<file path="config.mk">
export PLATFORM = sky130hd
export DESIGN_NAME = src_ctrl
export DESIGN_NICKNAME = d
export VERILOG_FILES = /design/src/inc/src_pkg.sv /design/src/logic/src_sync.sv /design/src/logic/src_ctrl.sv
export VERILOG_INCLUDE_DIRS = /design/src /design/src/inc
export SDC_FILE = /design/constraint.sdc
export NUM_CORES = 1
export LEC_CHECK = 0
export BUFFER_PORTS_ARGS = -buffer_cell sky130_fd_sc_hd__buf_2
export CAP_MARGIN = 40
export CORE_ASPECT_RATIO = 1.1
export CORE_MARGIN = 10
export CORE_UTILIZATION = 35
export DETAILED_ROUTE_END_ITERATION = 8
export GPL_TIMING_DRIVEN = 0
export SYNTH_ARGS = -nofsm -noshare
export SYNTH_HDL_FRONTEND = slang
export SYNTH_SLANG_ARGS = --single-unit
</file>
<file path="constraint.sdc">
create_clock -name clk_i -period 2.25 [get_ports clk_i]
set_input_delay 0.225 -clock clk_i [delete_from_list [all_inputs] [get_ports clk_i]]
set_output_delay 0.225 -clock clk_i [all_outputs]
set_load 0.005 [all_outputs]
</file>
<file path="src/inc/sram_defs.svh">
// Timing and geometry constants for the asynchronous static memory controller
`ifndef SRAM_DEFS_SVH
`define SRAM_DEFS_SVH

`define SRC_ADDR_W        14
`define SRC_DATA_W        4
`define SRC_CLK_NS        10
// Slowest grade figures, in ns
`define SRC_READ_CYCLE_NS 25
`define SRC_ACCESS_NS     20
`define SRC_SEL_WR_NS     20
`define SRC_DATA_SETUP_NS 10
`define SRC_DESEL_RET_NS  0
// Least times round up to whole cycles, none below one
`define SRC_CYC_UP(ns)    (((ns) + `SRC_CLK_NS - 1) / `SRC_CLK_NS < 1 ? 1 : \
                           ((ns) + `SRC_CLK_NS - 1) / `SRC_CLK_NS)
`define SRC_READ_CYC      `SRC_CYC_UP(`SRC_READ_CYCLE_NS)
`define SRC_ACCESS_CYC    `SRC_CYC_UP(`SRC_ACCESS_NS)
`define SRC_WRITE_CYC     `SRC_CYC_UP(`SRC_SEL_WR_NS)
`define SRC_RET_CYC       `SRC_CYC_UP(`SRC_DESEL_RET_NS)
`define SRC_CNT_W         4
// Read data lands one edge after the access time, then crosses two sync stages
`define SRC_SYNC_LAT      3

`endif

</file>
<file path="src/inc/src_pkg.sv">
// Types shared by the static memory controller files
package src_pkg;
    typedef struct packed {
        logic        wr;
        logic [13:0] addr;
        logic [3:0]  wdata;
    } src_req_s;

    typedef struct packed {
        logic cs_n;
        logic we_n;
        logic oe_n;
    } src_ctl_s;

    typedef enum logic [5:0] {
        SRC_IDLE  = 6'b000001,
        SRC_SETUP = 6'b000010,
        SRC_READ  = 6'b000100,
        SRC_WRITE = 6'b001000,
        SRC_END   = 6'b010000,
        SRC_RET   = 6'b100000
    } src_state_e;
endpackage

</file>
<file path="src/logic/src_sync.sv">
// Two flip-flop synchroniser for the data pins read back from the memory
`timescale 1ns/1ps
`include "sram_defs.svh"
module src_sync
    import src_pkg::*;
#(
    parameter int W = `SRC_DATA_W
)
(
    // Clock and reset
    input  wire logic         clk_i,
    input  wire logic         rst_b_i,
    // Data
    input  wire logic [W-1:0] d_i,
    output logic      [W-1:0] q_o
);
    logic [W-1:0] meta_reg;

    always_ff @(posedge clk_i)
    begin
        if (!rst_b_i)
        begin
            meta_reg <= '0;
            q_o      <= '0;
        end
        else
        begin
            meta_reg <= d_i;
            q_o      <= meta_reg;
        end
    end
endmodule

</file>
<file path="src/logic/src_ctrl.sv">
// Host controller for a 16K x 4 asynchronous static memory
// What this block does
// - Writes happen while select and write strobe are both low; data driven then.
// - Reads hold write strobe high, select and output drive low.
// - Write period runs from the later falling to the earlier rising strobe.
// - Address is valid no later than select going active.
// - Deselect before retention; wait one read cycle after retention ends.
// - Select stays active at least the grade minimum before write end.
`timescale 1ns/1ps
`include "sram_defs.svh"
module src_ctrl
    import src_pkg::*;
#(
    parameter int AW       = `SRC_ADDR_W,
    parameter int DW       = `SRC_DATA_W,
    parameter int READ_CYC = `SRC_READ_CYC,
    parameter int ACC_CYC  = `SRC_ACCESS_CYC,
    parameter int WR_CYC   = `SRC_WRITE_CYC
)
(
    // Clock and reset
    input  wire logic          clk_i,
    input  wire logic          rst_b_i,
    // User request
    input  wire logic          req_valid_i,
    input  wire src_req_s      req_i,
    output logic               req_ready_o,
    output logic               rd_valid_o,
    output logic      [DW-1:0] rd_data_o,
    // Retention control
    input  wire logic          retain_i,
    output logic               retain_ok_o,
    // Memory pins
    output logic      [AW-1:0] mem_addr_o,
    output logic               mem_cs_n_o,
    output logic               mem_we_n_o,
    output logic               mem_oe_n_o,
    input  wire logic [DW-1:0] mem_dq_i,
    output logic      [DW-1:0] mem_dq_o,
    output logic               mem_dq_oe_n_o
);
    // ----------------------------------------
    // State
    // ----------------------------------------
    src_state_e    state_reg;
    logic [3:0]    cnt_reg;
    logic          wr_reg;
    logic [DW-1:0] dq_sync;

    src_sync #(.W(DW)) u_sync (
        .clk_i   (clk_i),
        .rst_b_i (rst_b_i),
        .d_i     (mem_dq_i),
        .q_o     (dq_sync)
    );

    // Data valid exactly at the access edge would race the first sync stage,
    // so select is held one edge past it plus the two sync stages
    localparam logic [3:0] RD_HOLD = 4'(ACC_CYC + `SRC_SYNC_LAT);
    localparam logic [3:0] WR_HOLD = 4'(WR_CYC);
    localparam logic [3:0] RC_HOLD = 4'(READ_CYC);

    function automatic logic cnt_done(input logic [3:0] c, input logic [3:0] lim);
        cnt_done = (c + 4'h1 >= lim);
    endfunction

    // ----------------------------------------
    // Sequencer
    // ----------------------------------------
    always_ff @(posedge clk_i)
    begin
        if (!rst_b_i)
        begin
            state_reg <= SRC_IDLE;
            cnt_reg   <= 4'h0;
            wr_reg    <= 1'b0;
        end
        else
        begin
            case (state_reg)
                SRC_IDLE:
                begin
                    cnt_reg <= 4'h0;
                    if (retain_i)
                        state_reg <= SRC_RET;
                    else if (req_valid_i)
                    begin
                        wr_reg    <= req_i.wr;
                        state_reg <= SRC_SETUP;
                    end
                end
                SRC_SETUP:
                    state_reg <= wr_reg ? SRC_WRITE : SRC_READ;
                SRC_READ:
                begin
                    cnt_reg <= cnt_reg + 4'h1;
                    if (cnt_done(cnt_reg, RD_HOLD))
                    begin
                        cnt_reg   <= 4'h0;
                        state_reg <= SRC_END;
                    end
                end
                SRC_WRITE:
                begin
                    cnt_reg <= cnt_reg + 4'h1;
                    if (cnt_done(cnt_reg, WR_HOLD))
                    begin
                        cnt_reg   <= 4'h0;
                        state_reg <= SRC_END;
                    end
                end
                SRC_END:
                    // Deselected gap keeps the read cycle minimum between accesses
                    state_reg <= SRC_IDLE;
                SRC_RET:
                begin
                    if (retain_i)
                        cnt_reg <= 4'h0;
                    else if (cnt_done(cnt_reg, RC_HOLD))
                        state_reg <= SRC_IDLE;
                    else
                        cnt_reg <= cnt_reg + 4'h1;
                end
                default:
                    state_reg <= SRC_IDLE;
            endcase
        end
    end

    // ----------------------------------------
    // Pin drive
    // ----------------------------------------
    always_ff @(posedge clk_i)
    begin
        if (!rst_b_i)
        begin
            mem_cs_n_o <= 1'b1;
            mem_we_n_o <= 1'b1;
            mem_oe_n_o <= 1'b1;
        end
        else
        begin
            // Select and strobes rise together; select-controlled write end
            mem_cs_n_o <= !(state_reg == SRC_SETUP ||
                            (state_reg == SRC_READ && !cnt_done(cnt_reg, RD_HOLD)) ||
                            (state_reg == SRC_WRITE && !cnt_done(cnt_reg, WR_HOLD)));
            mem_we_n_o <= !((state_reg == SRC_SETUP && wr_reg) ||
                            (state_reg == SRC_WRITE && !cnt_done(cnt_reg, WR_HOLD)));
            mem_oe_n_o <= !((state_reg == SRC_SETUP && !wr_reg) ||
                            (state_reg == SRC_READ && !cnt_done(cnt_reg, RD_HOLD)));
        end
    end

    // Address and write data are latched once per access and held through it
    always_ff @(posedge clk_i)
    begin
        if (!rst_b_i)
        begin
            mem_addr_o    <= '0;
            mem_dq_o      <= '0;
            mem_dq_oe_n_o <= 1'b1;
        end
        else
        begin
            if (state_reg == SRC_IDLE && req_valid_i && !retain_i)
            begin
                mem_addr_o <= req_i.addr[AW-1:0];
                mem_dq_o   <= req_i.wdata[DW-1:0];
            end
            // Drive data one cycle beyond strobe release for hold margin
            mem_dq_oe_n_o <= !(state_reg == SRC_SETUP ? wr_reg :
                               state_reg == SRC_WRITE);
        end
    end

    // ----------------------------------------
    // User side
    // ----------------------------------------
    always_ff @(posedge clk_i)
    begin
        if (!rst_b_i)
        begin
            req_ready_o <= 1'b0;
            rd_valid_o  <= 1'b0;
            rd_data_o   <= '0;
            retain_ok_o <= 1'b0;
        end
        else
        begin
            req_ready_o <= (state_reg == SRC_END) ||
                           (state_reg == SRC_IDLE && !(req_valid_i || retain_i));
            rd_valid_o  <= state_reg == SRC_READ && cnt_done(cnt_reg, RD_HOLD);
            if (state_reg == SRC_READ && cnt_done(cnt_reg, RD_HOLD))
                rd_data_o <= dq_sync;
            retain_ok_o <= state_reg == SRC_RET && retain_i && mem_cs_n_o;
        end
    end

    // ----------------------------------------
    // Checks
    // ----------------------------------------
    property p_no_we_in_read;
        @(posedge clk_i) disable iff (!rst_b_i)
        !mem_oe_n_o |-> mem_we_n_o;
    endproperty
    a_no_we_in_read: assert property (p_no_we_in_read)
        else $error("write strobe low during read");

    property p_we_needs_cs;
        @(posedge clk_i) disable iff (!rst_b_i)
        !mem_we_n_o |-> !mem_cs_n_o && !mem_dq_oe_n_o;
    endproperty
    a_we_needs_cs: assert property (p_we_needs_cs)
        else $error("write strobe without select or data");

    property p_addr_stable;
        @(posedge clk_i) disable iff (!rst_b_i)
        !mem_cs_n_o && $past(!mem_cs_n_o) |-> $stable(mem_addr_o);
    endproperty
    a_addr_stable: assert property (p_addr_stable)
        else $error("address moved during access");

    property p_wr_len;
        @(posedge clk_i) disable iff (!rst_b_i)
        $fell(mem_we_n_o) |-> !mem_we_n_o [*2];
    endproperty
    a_wr_len: assert property (p_wr_len)
        else $error("write period too short");

    property p_rd_len;
        @(posedge clk_i) disable iff (!rst_b_i)
        $fell(mem_oe_n_o) |-> !mem_cs_n_o [*5];
    endproperty
    a_rd_len: assert property (p_rd_len)
        else $error("read select too short");

    property p_rd_done;
        @(posedge clk_i) disable iff (!rst_b_i)
        $fell(mem_oe_n_o) |-> ##[1:12] rd_valid_o;
    endproperty
    a_rd_done: assert property (p_rd_done)
        else $error("read never completed");

    property p_standby;
        @(posedge clk_i) disable iff (!rst_b_i)
        mem_cs_n_o |-> mem_we_n_o && mem_oe_n_o;
    endproperty
    a_standby: assert property (p_standby)
        else $error("strobe active while deselected");

    property p_ret_recover;
        @(posedge clk_i) disable iff (!rst_b_i)
        $fell(retain_ok_o) |-> mem_cs_n_o [*3];
    endproperty
    a_ret_recover: assert property (p_ret_recover)
        else $error("access too soon after retention");
endmodule

</file>
After elaboration in Yosys (flattened, before gate mapping):

Cells that the tools add are included.

* input port bits: 27
* logic and storage cells: 75
* memories kept: 0
* register bits: 48
* ROM bits: 0
* output and inout port bits: 29
* latch bits: 0
* RAM bits: 0

* $add $sub $neg: 1
* divide/modulo/power cells: 0
* equal/unequal tests: 12
* bitwise operators: 1
* shifts and indexed selects: 0
* muxes and demuxes: 14
* multipliers: 0
* reduce and logical (&&, ||, !) cells: 29
* $lt $le $gt $ge: 3

Operators with widths (count)
* $mux W6: 6
* $pmux W6 S5: 1
* $mux W4: 5
* $pmux W4 S4: 1
* $logic_and A1 B1 Y1: 10
* $logic_not A1 Y1: 9
* $ge A4 B2 Y1 const B: 2
* $eq A6 B1 Y1 const B: 1
* $eq A6 B2 Y1 const B: 1
* $eq A6 B3 Y1 const B: 1
* $eq A6 B4 Y1 const B: 1
* $eq A6 B5 Y1 const B: 1
* $eq A6 B6 Y1 const B: 1
* $logic_or A1 B1 Y1: 6
* $ne A2 B2 Y1 const B: 3
* $ne A3 B3 Y1 const B: 2
* $reduce_and A5 Y1: 1
* $add A4 B1 Y4 const B: 1
* $ge A4 B3 Y1 const B: 1
* $reduce_bool A4 Y1: 1
* $reduce_and A3 Y1: 1
* $ne A2 B1 Y1 const B: 1
* $reduce_and A2 Y1: 1
* $mux W1: 1
* $not A1 Y1: 1

Depth between registers and ports, before layout:

Gate-level depths: netlist of run 1.

* word-level depth: 7
* depth in mapped cells: 7
* depth with buffers taken out: 7

Modules after synthesis:

Synthesis of run 1 repeated with hierarchy kept, for this count alone.

* cells, all modules: 207
* area, all modules: 1956.9 um2

Modules (own cells, without submodules)
* src_ctrl: seq. area each 800.8 um2, cells an instance 191, area an instance 1746.7 um2, times used 1
* src_sync: seq. area each 160.2 um2, cells an instance 16, area an instance 210.2 um2, times used 1

Worst setup path after synthesis of run 1:

No wires, ideal clock.

* path type: flip-flop to flip-flop
* from: register state_reg[1]
* to: register wr_reg
* data arrival time: 1588 ps
* data required time: 2132 ps
* cell stages (with the launch flop): 7
* period minus slack after synthesis: 1706 ps
* setup time: 118 ps
* setup slack: 544 ps
* path buffers: 1
* cell sequence: dfxtp_1 or4_4 nor3b_4 nand3b_4 buf_6 nand2_2 a21boi_2

* word-level cells in the longest chain between the ends: 2

Ends and longest elaborated chain
* from (decl): RTL line src_ctrl.sv:45 `src_state_e state_reg;`
* from (signal assigned): RTL line src_ctrl.sv:93 `state_reg <= wr_reg ? SRC_WRITE : SRC_READ;`
* $eq A6 B1 Y1: RTL line src_ctrl.sv:80 `case (state_reg)`
* $reduce_and A3 Y1 (no line)
* to (signal assigned): RTL line src_ctrl.sv:88 `wr_reg <= req_i.wr;`
* to (decl): RTL line src_ctrl.sv:47 `logic wr_reg;`

Every way passes these cells.
A chain may end at the register's enable or synchronous reset.

Final worst setup path of run 1:

* from: register state_reg[1]
* to: register state_reg[0]

* word-level cells in the longest chain between the ends: 3
* elaborated cells between the ends (all ways): 12
* classes of those cells: eq/ne: 10; mux: 1; reduce/logical: 1

Ends and longest elaborated chain (RTL line)
* $eq A6 B1 Y1 (tied with other cells): src_ctrl.sv:80
* $ne A3 B3 Y1 (no line) (tied with other cells)
* $reduce_and A5 Y1 (no line)

Parallel ways exist; a longest one is shown, timed or not.

==> reports/qor.tcl, run 1 <==
set qor(run_status) {finished clean}
set qor(die_w_um) 93.2
set qor(htree_levels) 2
set qor(power_switching_share_pct) 26.4
set qor(final_hold_violation_count) 0
set qor(cp_num_buf_inv) 0
set qor(timing_worst_slew_pin_value_ns) 0.537
set qor(fin_worst_skew_ns) 0.00616
set qor(clock_insertion_delay_at_the_later_pin_of_the_skew_report_ns) 0.30
set qor(drt_drc_violations_left) 0
set qor(number_of_clock_sinks_seen_by_cts) 48
set qor(p_int_uw) 1240
set qor(share_clk_of_total_power_pct) 33.3
set qor(power_leakage_uw) 0.00107
set qor(cts_inserted_buffers) 5
set qor(finalSetupViolCount) 0
set qor(netlist_area_um2) 2060
set qor(synth_compound_gate_area_share_pct) 15.9
set qor(number_of_global_route_vias_before_repair) 1752
set qor(yosysTopAreaCell) {sky130_fd_sc_hd__dfxtp_1}
set qor(timing_max_transition_violations_final) 0
set qor(die-area_um2) 9370
set qor(globalplace.congestion) 0.855
set qor(worst_setup_path_start_kind) {register}
set qor(crit_required_ns) 2.45
set qor(largest_register_ffs) 14
set qor(grt_usage_pct) 10.5
set qor(final_layout_size_suffix_gt1_share_pct) 37.4
set qor(synth_fa_ha_area_share_pct) 2.43
set qor(timing.setup.tns_ns) 0
set qor(yosys.area_share.xor_xnor_pct) 0.424
set qor(fmax_ghz) 0.515
set qor(main_combinational_cell_family_by_area_after_synthesis) {simple AND/OR/NAND/NOR gates}
set qor(portBuffers) 54
set qor(power.sequential.fraction_pct) 54.1
set qor(yosys.area.top_type_share_pct) 46.6
set qor(floorplan.initialDensity_pct) 36.0
set qor(ys_seq_area_share_pct) 46.6
set qor(rsz0062_at_grt) {false}
set qor(slowest_delay_ns) 0.56
set qor(final_global_route_overflow_total) 0
set qor(power_density_nw_per_um2) 664
set qor(timing.critical_path.slowest_stage_cell) {sky130_fd_sc_hd__or4_1}
set qor(criticalPathCategory) {register to register}
set qor(detail_route.vias_per_cell) 4.73
set qor(die-height_um) 101
set qor(firstDrtPassIters) 5
set qor(p_sw_uw) 443
set qor(antenna_cells_inserted) 0
set qor(critPathCaptureType) {register}
set qor(finalWorstPathRequiredPeriod_ns) 1.94
set qor(fin_area_um2) 2530
set qor(ff2ff_path_depth) 5
set qor(synth_seq_cells) 48
set qor(post_synth.cell_area_avg_um2) 9.92
set qor(tritoncts) {yes}
set qor(dominantRegCellSynth) {sky130_fd_sc_hd__dfxtp_1}
set qor(grt_pass1_wl_um) 8070
set qor(synth_mux_area_share_pct) 1.94
set qor(post_cts_hold_buffer_count) 0
set qor(finalWorstSetupSlack_ns) 0.308
set qor(postSynthCellCount) 208
set qor(final_antenna_net_count) 0
set qor(clk_pin_slew_worst_paths_ns) 0.09
set qor(hpwl_after_dpl_um) 3670
set qor(placement.cell_area_um2) 2430
set qor(timing.hold.ws_ns) 0.121
set qor(yosysMostFrequentCell) {sky130_fd_sc_hd__dfxtp_1}
set qor(whs_path_depth) 2
set qor(num_vias) 1641
set qor(yosys.cell_types.count) 51
set qor(layout.core_utilization_pct) 44.1
set qor(syn_nets) 239
set qor(num_rows) 29
set qor(cell_types_with_the_highest_counts_after_synthesis) {sky130_fd_sc_hd__dfxtp_1, sky130_fd_sc_hd__nand2_1, sky130_fd_sc_hd__nand2_2}
set qor(yosysWarnings) 0
set qor(max-cap-violations) 0
set qor(grt_antenna_before_repair) 0
set qor(preCtsSetupSlack_ns) 0.343
set qor(async_flop_share_pct) 0
set qor(floorplan.io_pins) 56
set qor(grt_start_max_net_pins) 16
set qor(cts_post_setup_buffers_inserted) 0
set qor(drt-total-wl_um) 4760
set qor(number_of_enable_type_register_cells_in_the_synthesized_netlist) 0
set qor(routed_wire_length_per_instance_um) 13.7
set qor(power.ir.vdd_worst_mv) 0.374
set qor(synth_simple_gate_area_share_pct) 28.7
set qor(drtIter0Drc) 60
set qor(core_area_um2) 5730
set qor(slew_headroom_pct) 64.0
set qor(wp_depth) 5
set qor(fin_nets) 300
set qor(timing.final.crit_share_pct) 86.3
set qor(post_synth_main_area_contributors) {sky130_fd_sc_hd__dfxtp_1, sky130_fd_sc_hd__a21boi_2, sky130_fd_sc_hd__nand2_1, sky130_fd_sc_hd__nand2_2, sky130_fd_sc_hd__a21boi_1}
set qor(crit_chain) {or4_1, nor3b_1, o211a_1, nor3_1, a21o_1}
set qor(clock_path_buffers) 2
set qor(clockRootBuffer) {sky130_fd_sc_hd__clkbuf_8}
set qor(hold_path_class) {input pin to register}
set qor(cts.repair.resized) 0
set qor(syn_to_final_growth_pct) 22.4
set qor(critical_path.top_delay_family) {simple AND/OR/NAND/NOR gates}
set qor(power.share.combinational_pct) 12.7
set qor(crit_path_max_fanout) 6
set qor(arrival_ns) 2.15
## worst reg2reg max path: cells and delay by family, from the launching register on
| kind | cells | cell delay [ns] |
|---|---|---|
| AND/OR/NAND/NOR | 3 | 1.01 |
| flip-flops | 1 | 0.37 |
| AO/OA/AOI/OAI | 2 | 0.47 |
## through the flow
| stage | total power (µW) | instances |
|---|---|---|
| floorplan | 1060 | 208 |
| global placement | 1140 | 339 |
| detailed placement | 1140 | 339 |
| CTS | 1700 | 347 |
| global route | 1760 | 347 |
| finish | 1680 | 347 |
## kinds of logic after synthesis
logic type	count (synthesis)
xor gates and xnor gates	1
adders and majority gates	4
and+or+nand+nor	98
AOI/OAI and AO/OA	39
buffers and inverters	14
DFF	48
muxes	4
## cell type report
| cell class | count | area, µm² |
|---|---|---|
| plain buffers | 9 | 63.8 |
| clock buffers | 6 | 82.6 |
| clock inverters | 2 | 13.8 |
| fillers | 607 | 3210 |
| inverters | 5 | 18.8 |
| multi-input cells | 146 | 1020 |
| flip-flops and latches | 48 | 961 |
| well taps | 77 | 96.3 |
| repair buffers | 54 | 270 |
## metal layers
layer  vias to the layer above  share of wire, %  track usage, %
met5                         -                 0               0
met4                         0               2.1            4.87
met3                         9               8.7            4.84
met2                        43                48            17.5
met1                       755                41            11.1
li1                        834                 -               -
## power groups by stage
stage          registers, µW  clock network [µW]  logic [µW]
5_1_grt                  913                 602         241
6_report                 908                 558         213
2_1_floorplan            926                   0         138
4_1_cts                  907                 576         218
3_5_place_dp             927                   0         217
3_3_place_gp             926                   0         216
## path summary, 6_finish.rpt
path	slack, ns	start	to
setup / recovery	0.31	state_reg[1]	state_reg[0]
hold / removal	0.12	mem_dq_i[0]	u_sync.meta_reg[0]
setup reg to reg	0.31	state_reg[1]	state_reg[0]
hold reg to reg	0.44	u_sync.meta_reg[3]	u_sync.q_o[3]
## layout by cell type, fill, tap and decap left out, types with 4 or more instances in the layout
cell / Yosys / final
sky130_fd_sc_hd__ha_1: 4 / 4
sky130_fd_sc_hd__nand2_1: 30 / 30
sky130_fd_sc_hd__nand2_2: 14 / 14
sky130_fd_sc_hd__mux2i_1: 4 / 4
sky130_fd_sc_hd__nor2b_1: 6 / 6
sky130_fd_sc_hd__clkbuf_8: 0 / 6
sky130_fd_sc_hd__a21boi_2: 10 / 10
sky130_fd_sc_hd__and2_1: 11 / 11
sky130_fd_sc_hd__nand2b_1: 4 / 4
sky130_fd_sc_hd__nor3_1: 4 / 4
sky130_fd_sc_hd__dfxtp_1: 48 / 48
sky130_fd_sc_hd__inv_1: 4 / 4
sky130_fd_sc_hd__a21boi_1: 10 / 10
sky130_fd_sc_hd__buf_2: 0 / 54
Power figures use the tool's default switching activity.
==> inputs of run 2 (changes only) <==
--- a/config.mk
+++ b/config.mk
@@ -11,6 +11,7 @@
 export CORE_ASPECT_RATIO = 1.1
 export CORE_MARGIN = 10
 export CORE_UTILIZATION = 35
+export CTS_CLUSTER_SIZE = 20
 export DETAILED_ROUTE_END_ITERATION = 8
 export GPL_TIMING_DRIVEN = 0
 export SYNTH_ARGS = -nofsm -noshare
==> constraint.sdc (replaced) <==
create_clock -name clk_i -period 1.7 [get_ports clk_i]
set_input_delay 0.17 -clock clk_i [delete_from_list [all_inputs] [get_ports clk_i]]
set_output_delay 0.17 -clock clk_i [all_outputs]
set_load 0.005 [all_outputs]
==> reports/qor.tcl, run 2 (synthesis results as in run 1) <==
set qor(cp_num_buf_inv) 0
set qor(dp.cells) 339
set qor(timing_worst_slew_pin_value_ns) 0.435
set qor(portBuffers) 54
set qor(critPathCaptureType) {register}
set qor(post_cts_hold_buffer_count) 0
set qor(finalNonFillerCells) 356
set qor(run_status) {complete, but fails checks}
set qor(fin_nets) 309
set qor(regToRegSetupSlack_ns) -0.05
set qor(floorplan.initialDensity_pct) 36.0
set qor(clockRootBuffer) {sky130_fd_sc_hd__clkbuf_8}
set qor(timing_max_transition_violations_final) 0
set qor(num_rows) 29
set qor(htree_levels) 2
set qor(slowest_delay_ns) 0.56
set qor(critical_path.top_delay_family) {simple AND/OR/NAND/NOR gates}
set qor(number_of_clock_sinks_seen_by_cts) 48
set qor(clk_pin_slew_worst_paths_ns) 0.09
set qor(die_w_um) 93.2
set qor(crit_chain) {or4_4, or3_1, o211ai_1, o21ai_1, o22ai_1}
set qor(number_of_global_route_vias_before_repair) 1728
set qor(drt-total-wl_um) 4950
set qor(fin_worst_skew_ns) 0.00620
set qor(arrival_ns) 1.98
set qor(syn_to_final_growth_pct) 34.6
set qor(crit_path_max_fanout) 5
set qor(num_vias) 1662
set qor(grt_pass1_wl_um) 8070
set qor(tritoncts) {yes}
set qor(rsz0062_at_grt) {true}
set qor(placement.cell_area_um2) 2430
set qor(final_global_route_overflow_total) 0
set qor(crit_required_ns) 1.93
set qor(drtIter0Drc) 54
set qor(die-area_um2) 9370
set qor(nFillCells) 605
set qor(cts_inserted_buffers) 5
set qor(slew_headroom_pct) 70.5
set qor(fin_area_um2) 2780
set qor(detail_route.vias_per_cell) 4.67
set qor(largest_register_ffs) 14
set qor(finalWorstSetupSlack_ns) -0.0535
set qor(core_area_um2) 5730
set qor(criticalPathCategory) {register to register}
set qor(timing.critical_path.slowest_stage_cell) {sky130_fd_sc_hd__or4_4}
set qor(final_layout_size_suffix_gt1_share_pct) 50.5
set qor(layout_commonest_cell) {sky130_fd_sc_hd__buf_2}
set qor(worst_setup_path_start_kind) {register}
set qor(clock_insertion_delay_at_the_later_pin_of_the_skew_report_ns) 0.30
set qor(power_density_nw_per_um2) 821
set qor(grt_start_max_net_pins) 15
set qor(drt_drc_violations_left) 0
set qor(finalSetupViolCount) 23
set qor(die-height_um) 101
set qor(globalplace.congestion) 0.827
set qor(firstDrtPassIters) 4
set qor(timing.final.crit_share_pct) 103
set qor(timing.hold.ws_ns) 0.0709
set qor(power.ir.vdd_worst_mv) 0.576
set qor(hpwl_after_dpl_um) 3580
set qor(finalWorstPathRequiredPeriod_ns) 1.75
set qor(violations) {setup timing}
set qor(floorplan.io_pins) 56
set qor(grt_usage_pct) 10.7
set qor(routed_wire_length_per_instance_um) 13.9
set qor(clock_path_buffers) 2
set qor(final_hold_violation_count) 0
set qor(grt_antenna_before_repair) 0
set qor(timing.setup.tns_ns) -0.746
set qor(hold_path_class) {input pin to register}
set qor(mostFrequentLayoutCells) {sky130_fd_sc_hd__buf_2, sky130_fd_sc_hd__dfxtp_1, sky130_fd_sc_hd__nand2_2, sky130_fd_sc_hd__nand2_1}
set qor(power_leakage_uw) 0.00114
set qor(max-cap-violations) 0
set qor(report.power.total_uw) 2280
set qor(antenna_cells_inserted) 0
set qor(fmax_ghz) 0.570
set qor(final_antenna_net_count) 0
run 2: changes by cell type in the layout (fill, tap and decap cells not counted), moves of 4 or more:
cell                      delta
sky130_fd_sc_hd__dfxtp_2     +4
sky130_fd_sc_hd__dfxtp_1     -7
sky130_fd_sc_hd__buf_4       +4
sky130_fd_sc_hd__nand2_2     +9
sky130_fd_sc_hd__buf_6       +4
sky130_fd_sc_hd__nand2_1     -9
run 2: layer usage:
layer | wire [µm] | share of wire, % | GRT usage, % | up-vias
met5 | 0 | 0 | 0 | -
met4 | 91 | 1.8 | 4.99 | 0
met3 | 306 | 6.2 | 4.02 | 6
met2 | 2430 | 49 | 18.2 | 34
met1 | 2120 | 43 | 11.5 | 769
li1 | - | - | - | 853
run 2: worst paths after layout:
path,endpoint,depth (start not counted),start
min reg2reg,u_sync.q_o[2],1,u_sync.meta_reg[2]
max reg2reg,cnt_reg[2],5,state_reg[2]
min,u_sync.meta_reg[0],2,mem_dq_i[0]
max,cnt_reg[2],5,state_reg[2]
run 2: where the power goes:
part	leakage, µW	switching, µW	internal [µW]
combinational	0.000700	176	195
sequential	0.000395	39.0	1170
clock	0.0000445	375	331
run 2: what timing repair did:
action	4_1_cts	5_1_grt
gates resized for setup	26	24
setup buffers	5	4
endpoints found under the setup margin	34	36
pin swaps	17	25
run 2: cell type report:
type	instances	area [µm²]	share of cell area, %
Clock inverter	1	7.51	0.270
Clock buffer	7	86.3	3.11
Timing Repair Buffer	63	353	12.7
Buffer	9	76.3	2.75
Sequential cell	48	977	35.2
Multi-Input combinational cell	146	1160	41.8
Inverter	5	18.8	0.676
Tap cell	77	96.3	3.47
run 2: metrics by stage:
step | setup WS [ns] | utilization (%)
floorplan | 0.0132 | -
global placement | -0.261 | 42.4
detailed placement | -0.233 | 42.4
CTS | -0.0691 | 46.2
global route | -0.182 | 48.5
finish | -0.0535 | 48.5
==> inputs of run 3 (changes only) <==
--- a/config.mk
+++ b/config.mk
@@ -14,6 +14,7 @@
 export CTS_CLUSTER_SIZE = 20
 export DETAILED_ROUTE_END_ITERATION = 8
 export GPL_TIMING_DRIVEN = 0
+export SKIP_CTS_REPAIR_TIMING = 1
 export SYNTH_ARGS = -nofsm -noshare
 export SYNTH_HDL_FRONTEND = slang
 export SYNTH_SLANG_ARGS = --single-unit
==> reports/qor.tcl, run 3 (synthesis results as in run 1) <==
set qor(run_status) {complete, but fails checks}
set qor(violations) {setup timing}
set qor(final_antenna_net_count) 0
set qor(p_int_uw) 1660
set qor(largest_register_ffs) 14
set qor(routed_wire_length_per_instance_um) 13.8
set qor(placement.cell_area_um2) 2430
set qor(slew_headroom_pct) 69.5
set qor(globalplace.congestion) 0.827
set qor(grt_start_max_net_pins) 15
set qor(fmax_ghz) 0.544
set qor(crit_chain) {or4_4, nor3b_4, nand3b_4, buf_12, nand2_2, a21boi_2}
set qor(final_layout_size_suffix_gt1_share_pct) 44.6
set qor(number_of_clock_sinks_seen_by_cts) 48
set qor(timing_max_transition_violations_final) 0
set qor(grt_use_met1_pct) 11.2
set qor(dp.cells) 339
set qor(die-area_um2) 9370
set qor(critPathCaptureType) {register}
set qor(crit_required_ns) 1.89
set qor(grt_antenna_before_repair) 0
set qor(clock_insertion_delay_at_the_later_pin_of_the_skew_report_ns) 0.30
set qor(antenna_cells_inserted) 0
set qor(fin_worst_skew_ns) 0.00578
set qor(final_global_route_overflow_total) 0
set qor(report.power.total_uw) 2230
set qor(arrival_ns) 2.03
set qor(slowest_delay_ns) 0.56
set qor(grt_use_met2_pct) 17.8
set qor(criticalPathCategory) {register to register}
set qor(floorplan.initialDensity_pct) 36.0
set qor(hpwl_after_dpl_um) 3580
set qor(timing_worst_slew_pin_value_ns) 0.457
set qor(power_switching_share_pct) 25.4
set qor(timing.final.crit_share_pct) 108
set qor(firstDrtPassIters) 4
set qor(core_area_um2) 5730
set qor(max-cap-violations) 0
set qor(cts_inserted_buffers) 5
set qor(fin_nets) 306
set qor(tritoncts) {yes}
set qor(timing.setup.tns_ns) -2.86
set qor(clock_path_buffers) 2
set qor(top_usage_layer) {met2}
set qor(drtIter0Drc) 71
set qor(power_leakage_uw) 0.00110
set qor(num_rows) 29
set qor(grt_usage_pct) 10.5
set qor(fin_area_um2) 2660
set qor(die_w_um) 93.2
set qor(hold_path_class) {input pin to register}
set qor(layout.core_utilization_pct) 46.3
set qor(portBuffers) 54
set qor(power.sequential.fraction_pct) 53.9
set qor(p_sw_uw) 567
set qor(finalWorstPathRequiredPeriod_ns) 1.84
set qor(reg2reg_from) {state_reg[2]}
set qor(drt-total-wl_um) 4870
set qor(grt_met3_use_pct) 4.02
set qor(layout_commonest_cell) {sky130_fd_sc_hd__buf_2}
set qor(grt_pass1_wl_um) 7910
set qor(clk_pin_slew_worst_paths_ns) 0.09
set qor(worstSetupStartpoint) {state_reg[2]}
set qor(hold_crit_start) {mem_dq_i[0]}
set qor(syn_to_final_growth_pct) 28.7
set qor(nFillCells) 612
set qor(final_hold_violation_count) 0
set qor(cp_num_buf_inv) 1
set qor(number_of_global_route_vias_before_repair) 1689
set qor(finalSetupViolCount) 29
set qor(clockRootBuffer) {sky130_fd_sc_hd__clkbuf_8}
set qor(crit_path_max_fanout) 10
set qor(num_vias) 1654
set qor(power.share.combinational_pct) 14.4
set qor(drt_drc_violations_left) 0
set qor(critical_path.top_delay_family) {simple AND/OR/NAND/NOR gates}
set qor(mostFrequentLayoutCells) {sky130_fd_sc_hd__buf_2, sky130_fd_sc_hd__dfxtp_1, sky130_fd_sc_hd__nand2_1, sky130_fd_sc_hd__nand2_2, sky130_fd_sc_hd__and2_1}
set qor(share_clk_of_total_power_pct) 31.6
set qor(worst_setup_path_start_kind) {register}
set qor(power_density_nw_per_um2) 839
set qor(floorplan.io_pins) 56
set qor(die-height_um) 101
set qor(detail_route.vias_per_cell) 4.69
set qor(finalNonFillerCells) 353
set qor(finalWorstSetupSlack_ns) -0.139
set qor(htree_levels) 2
set qor(timing.critical_path.slowest_stage_cell) {sky130_fd_sc_hd__or4_4}
set qor(power.ir.vdd_worst_mv) 0.494
set qor(rsz0062_at_grt) {true}
-- run 3: cell count changes in the layout (fill, tap and decap cells not counted), moves of 2 or more --
cell / change
sky130_fd_sc_hd__buf_6: -5
sky130_fd_sc_hd__nand2_2: -8
sky130_fd_sc_hd__nand2_1: +8
sky130_fd_sc_hd__buf_4: +2
-- run 3: per-layer routing --
| layer | routed length (µm) | vias to the layer above |
|---|---|---|
| met1 | 2090 | 771 |
| met3 | 289 | 5 |
| met5 | 0 | - |
| li1 | - | 848 |
| met2 | 2400 | 30 |
| met4 | 91 | 0 |
-- run 3: worst paths after layout --
path / to / slack [ns] / depth (start not counted)
max: mem_addr_o[7] / -0.14 / 6
min: u_sync.meta_reg[0] / 0.07 / 2
max reg2reg: mem_addr_o[7] / -0.14 / 6
min reg2reg: u_sync.q_o[2] / 0.44 / 1
-- run 3: worst register-to-register path, cell delays in order, from the launching register on --
cell                       delay (ns)
sky130_fd_sc_hd__dfxtp_4         0.38
sky130_fd_sc_hd__or4_4           0.56
sky130_fd_sc_hd__nor3b_4         0.32
sky130_fd_sc_hd__nand3b_4        0.17
sky130_fd_sc_hd__buf_12          0.19
sky130_fd_sc_hd__nand2_2         0.07
sky130_fd_sc_hd__a21boi_2        0.05
-- run 3: final cells by class --
class | instances | area (µm²) | share of cell area [%]
Timing Repair Buffer | 60 | 315 | 11.9
Sequential cell | 48 | 973 | 36.7
Clock buffer | 7 | 86.3 | 3.25
Buffer | 9 | 72.6 | 2.73
Clock inverter | 1 | 7.51 | 0.283
Multi-Input combinational cell | 146 | 1080 | 40.9
Inverter | 5 | 18.8 | 0.707
Tap cell | 77 | 96.3 | 3.63
-- run 3: through the flow --
stage	hold slack, ns	setup slack [ns]
final	0.0710	-0.139
after global routing	0.0693	-0.206
after CTS	0.0588	-0.248
after detailed placement	0.380	-0.233
after global placement	0.376	-0.261
after floorplan	0.297	0.0132
-- run 3: power by group through the flow --
stage / Clock (µW) / Combinational (µW) / Sequential (µW)
detailed placement: 0 / 287 / 1230
finish: 705 / 322 / 1200
floorplan: 0 / 183 / 1230
global placement: 0 / 285 / 1230
global route: 777 / 357 / 1210
CTS: 735 / 288 / 1200
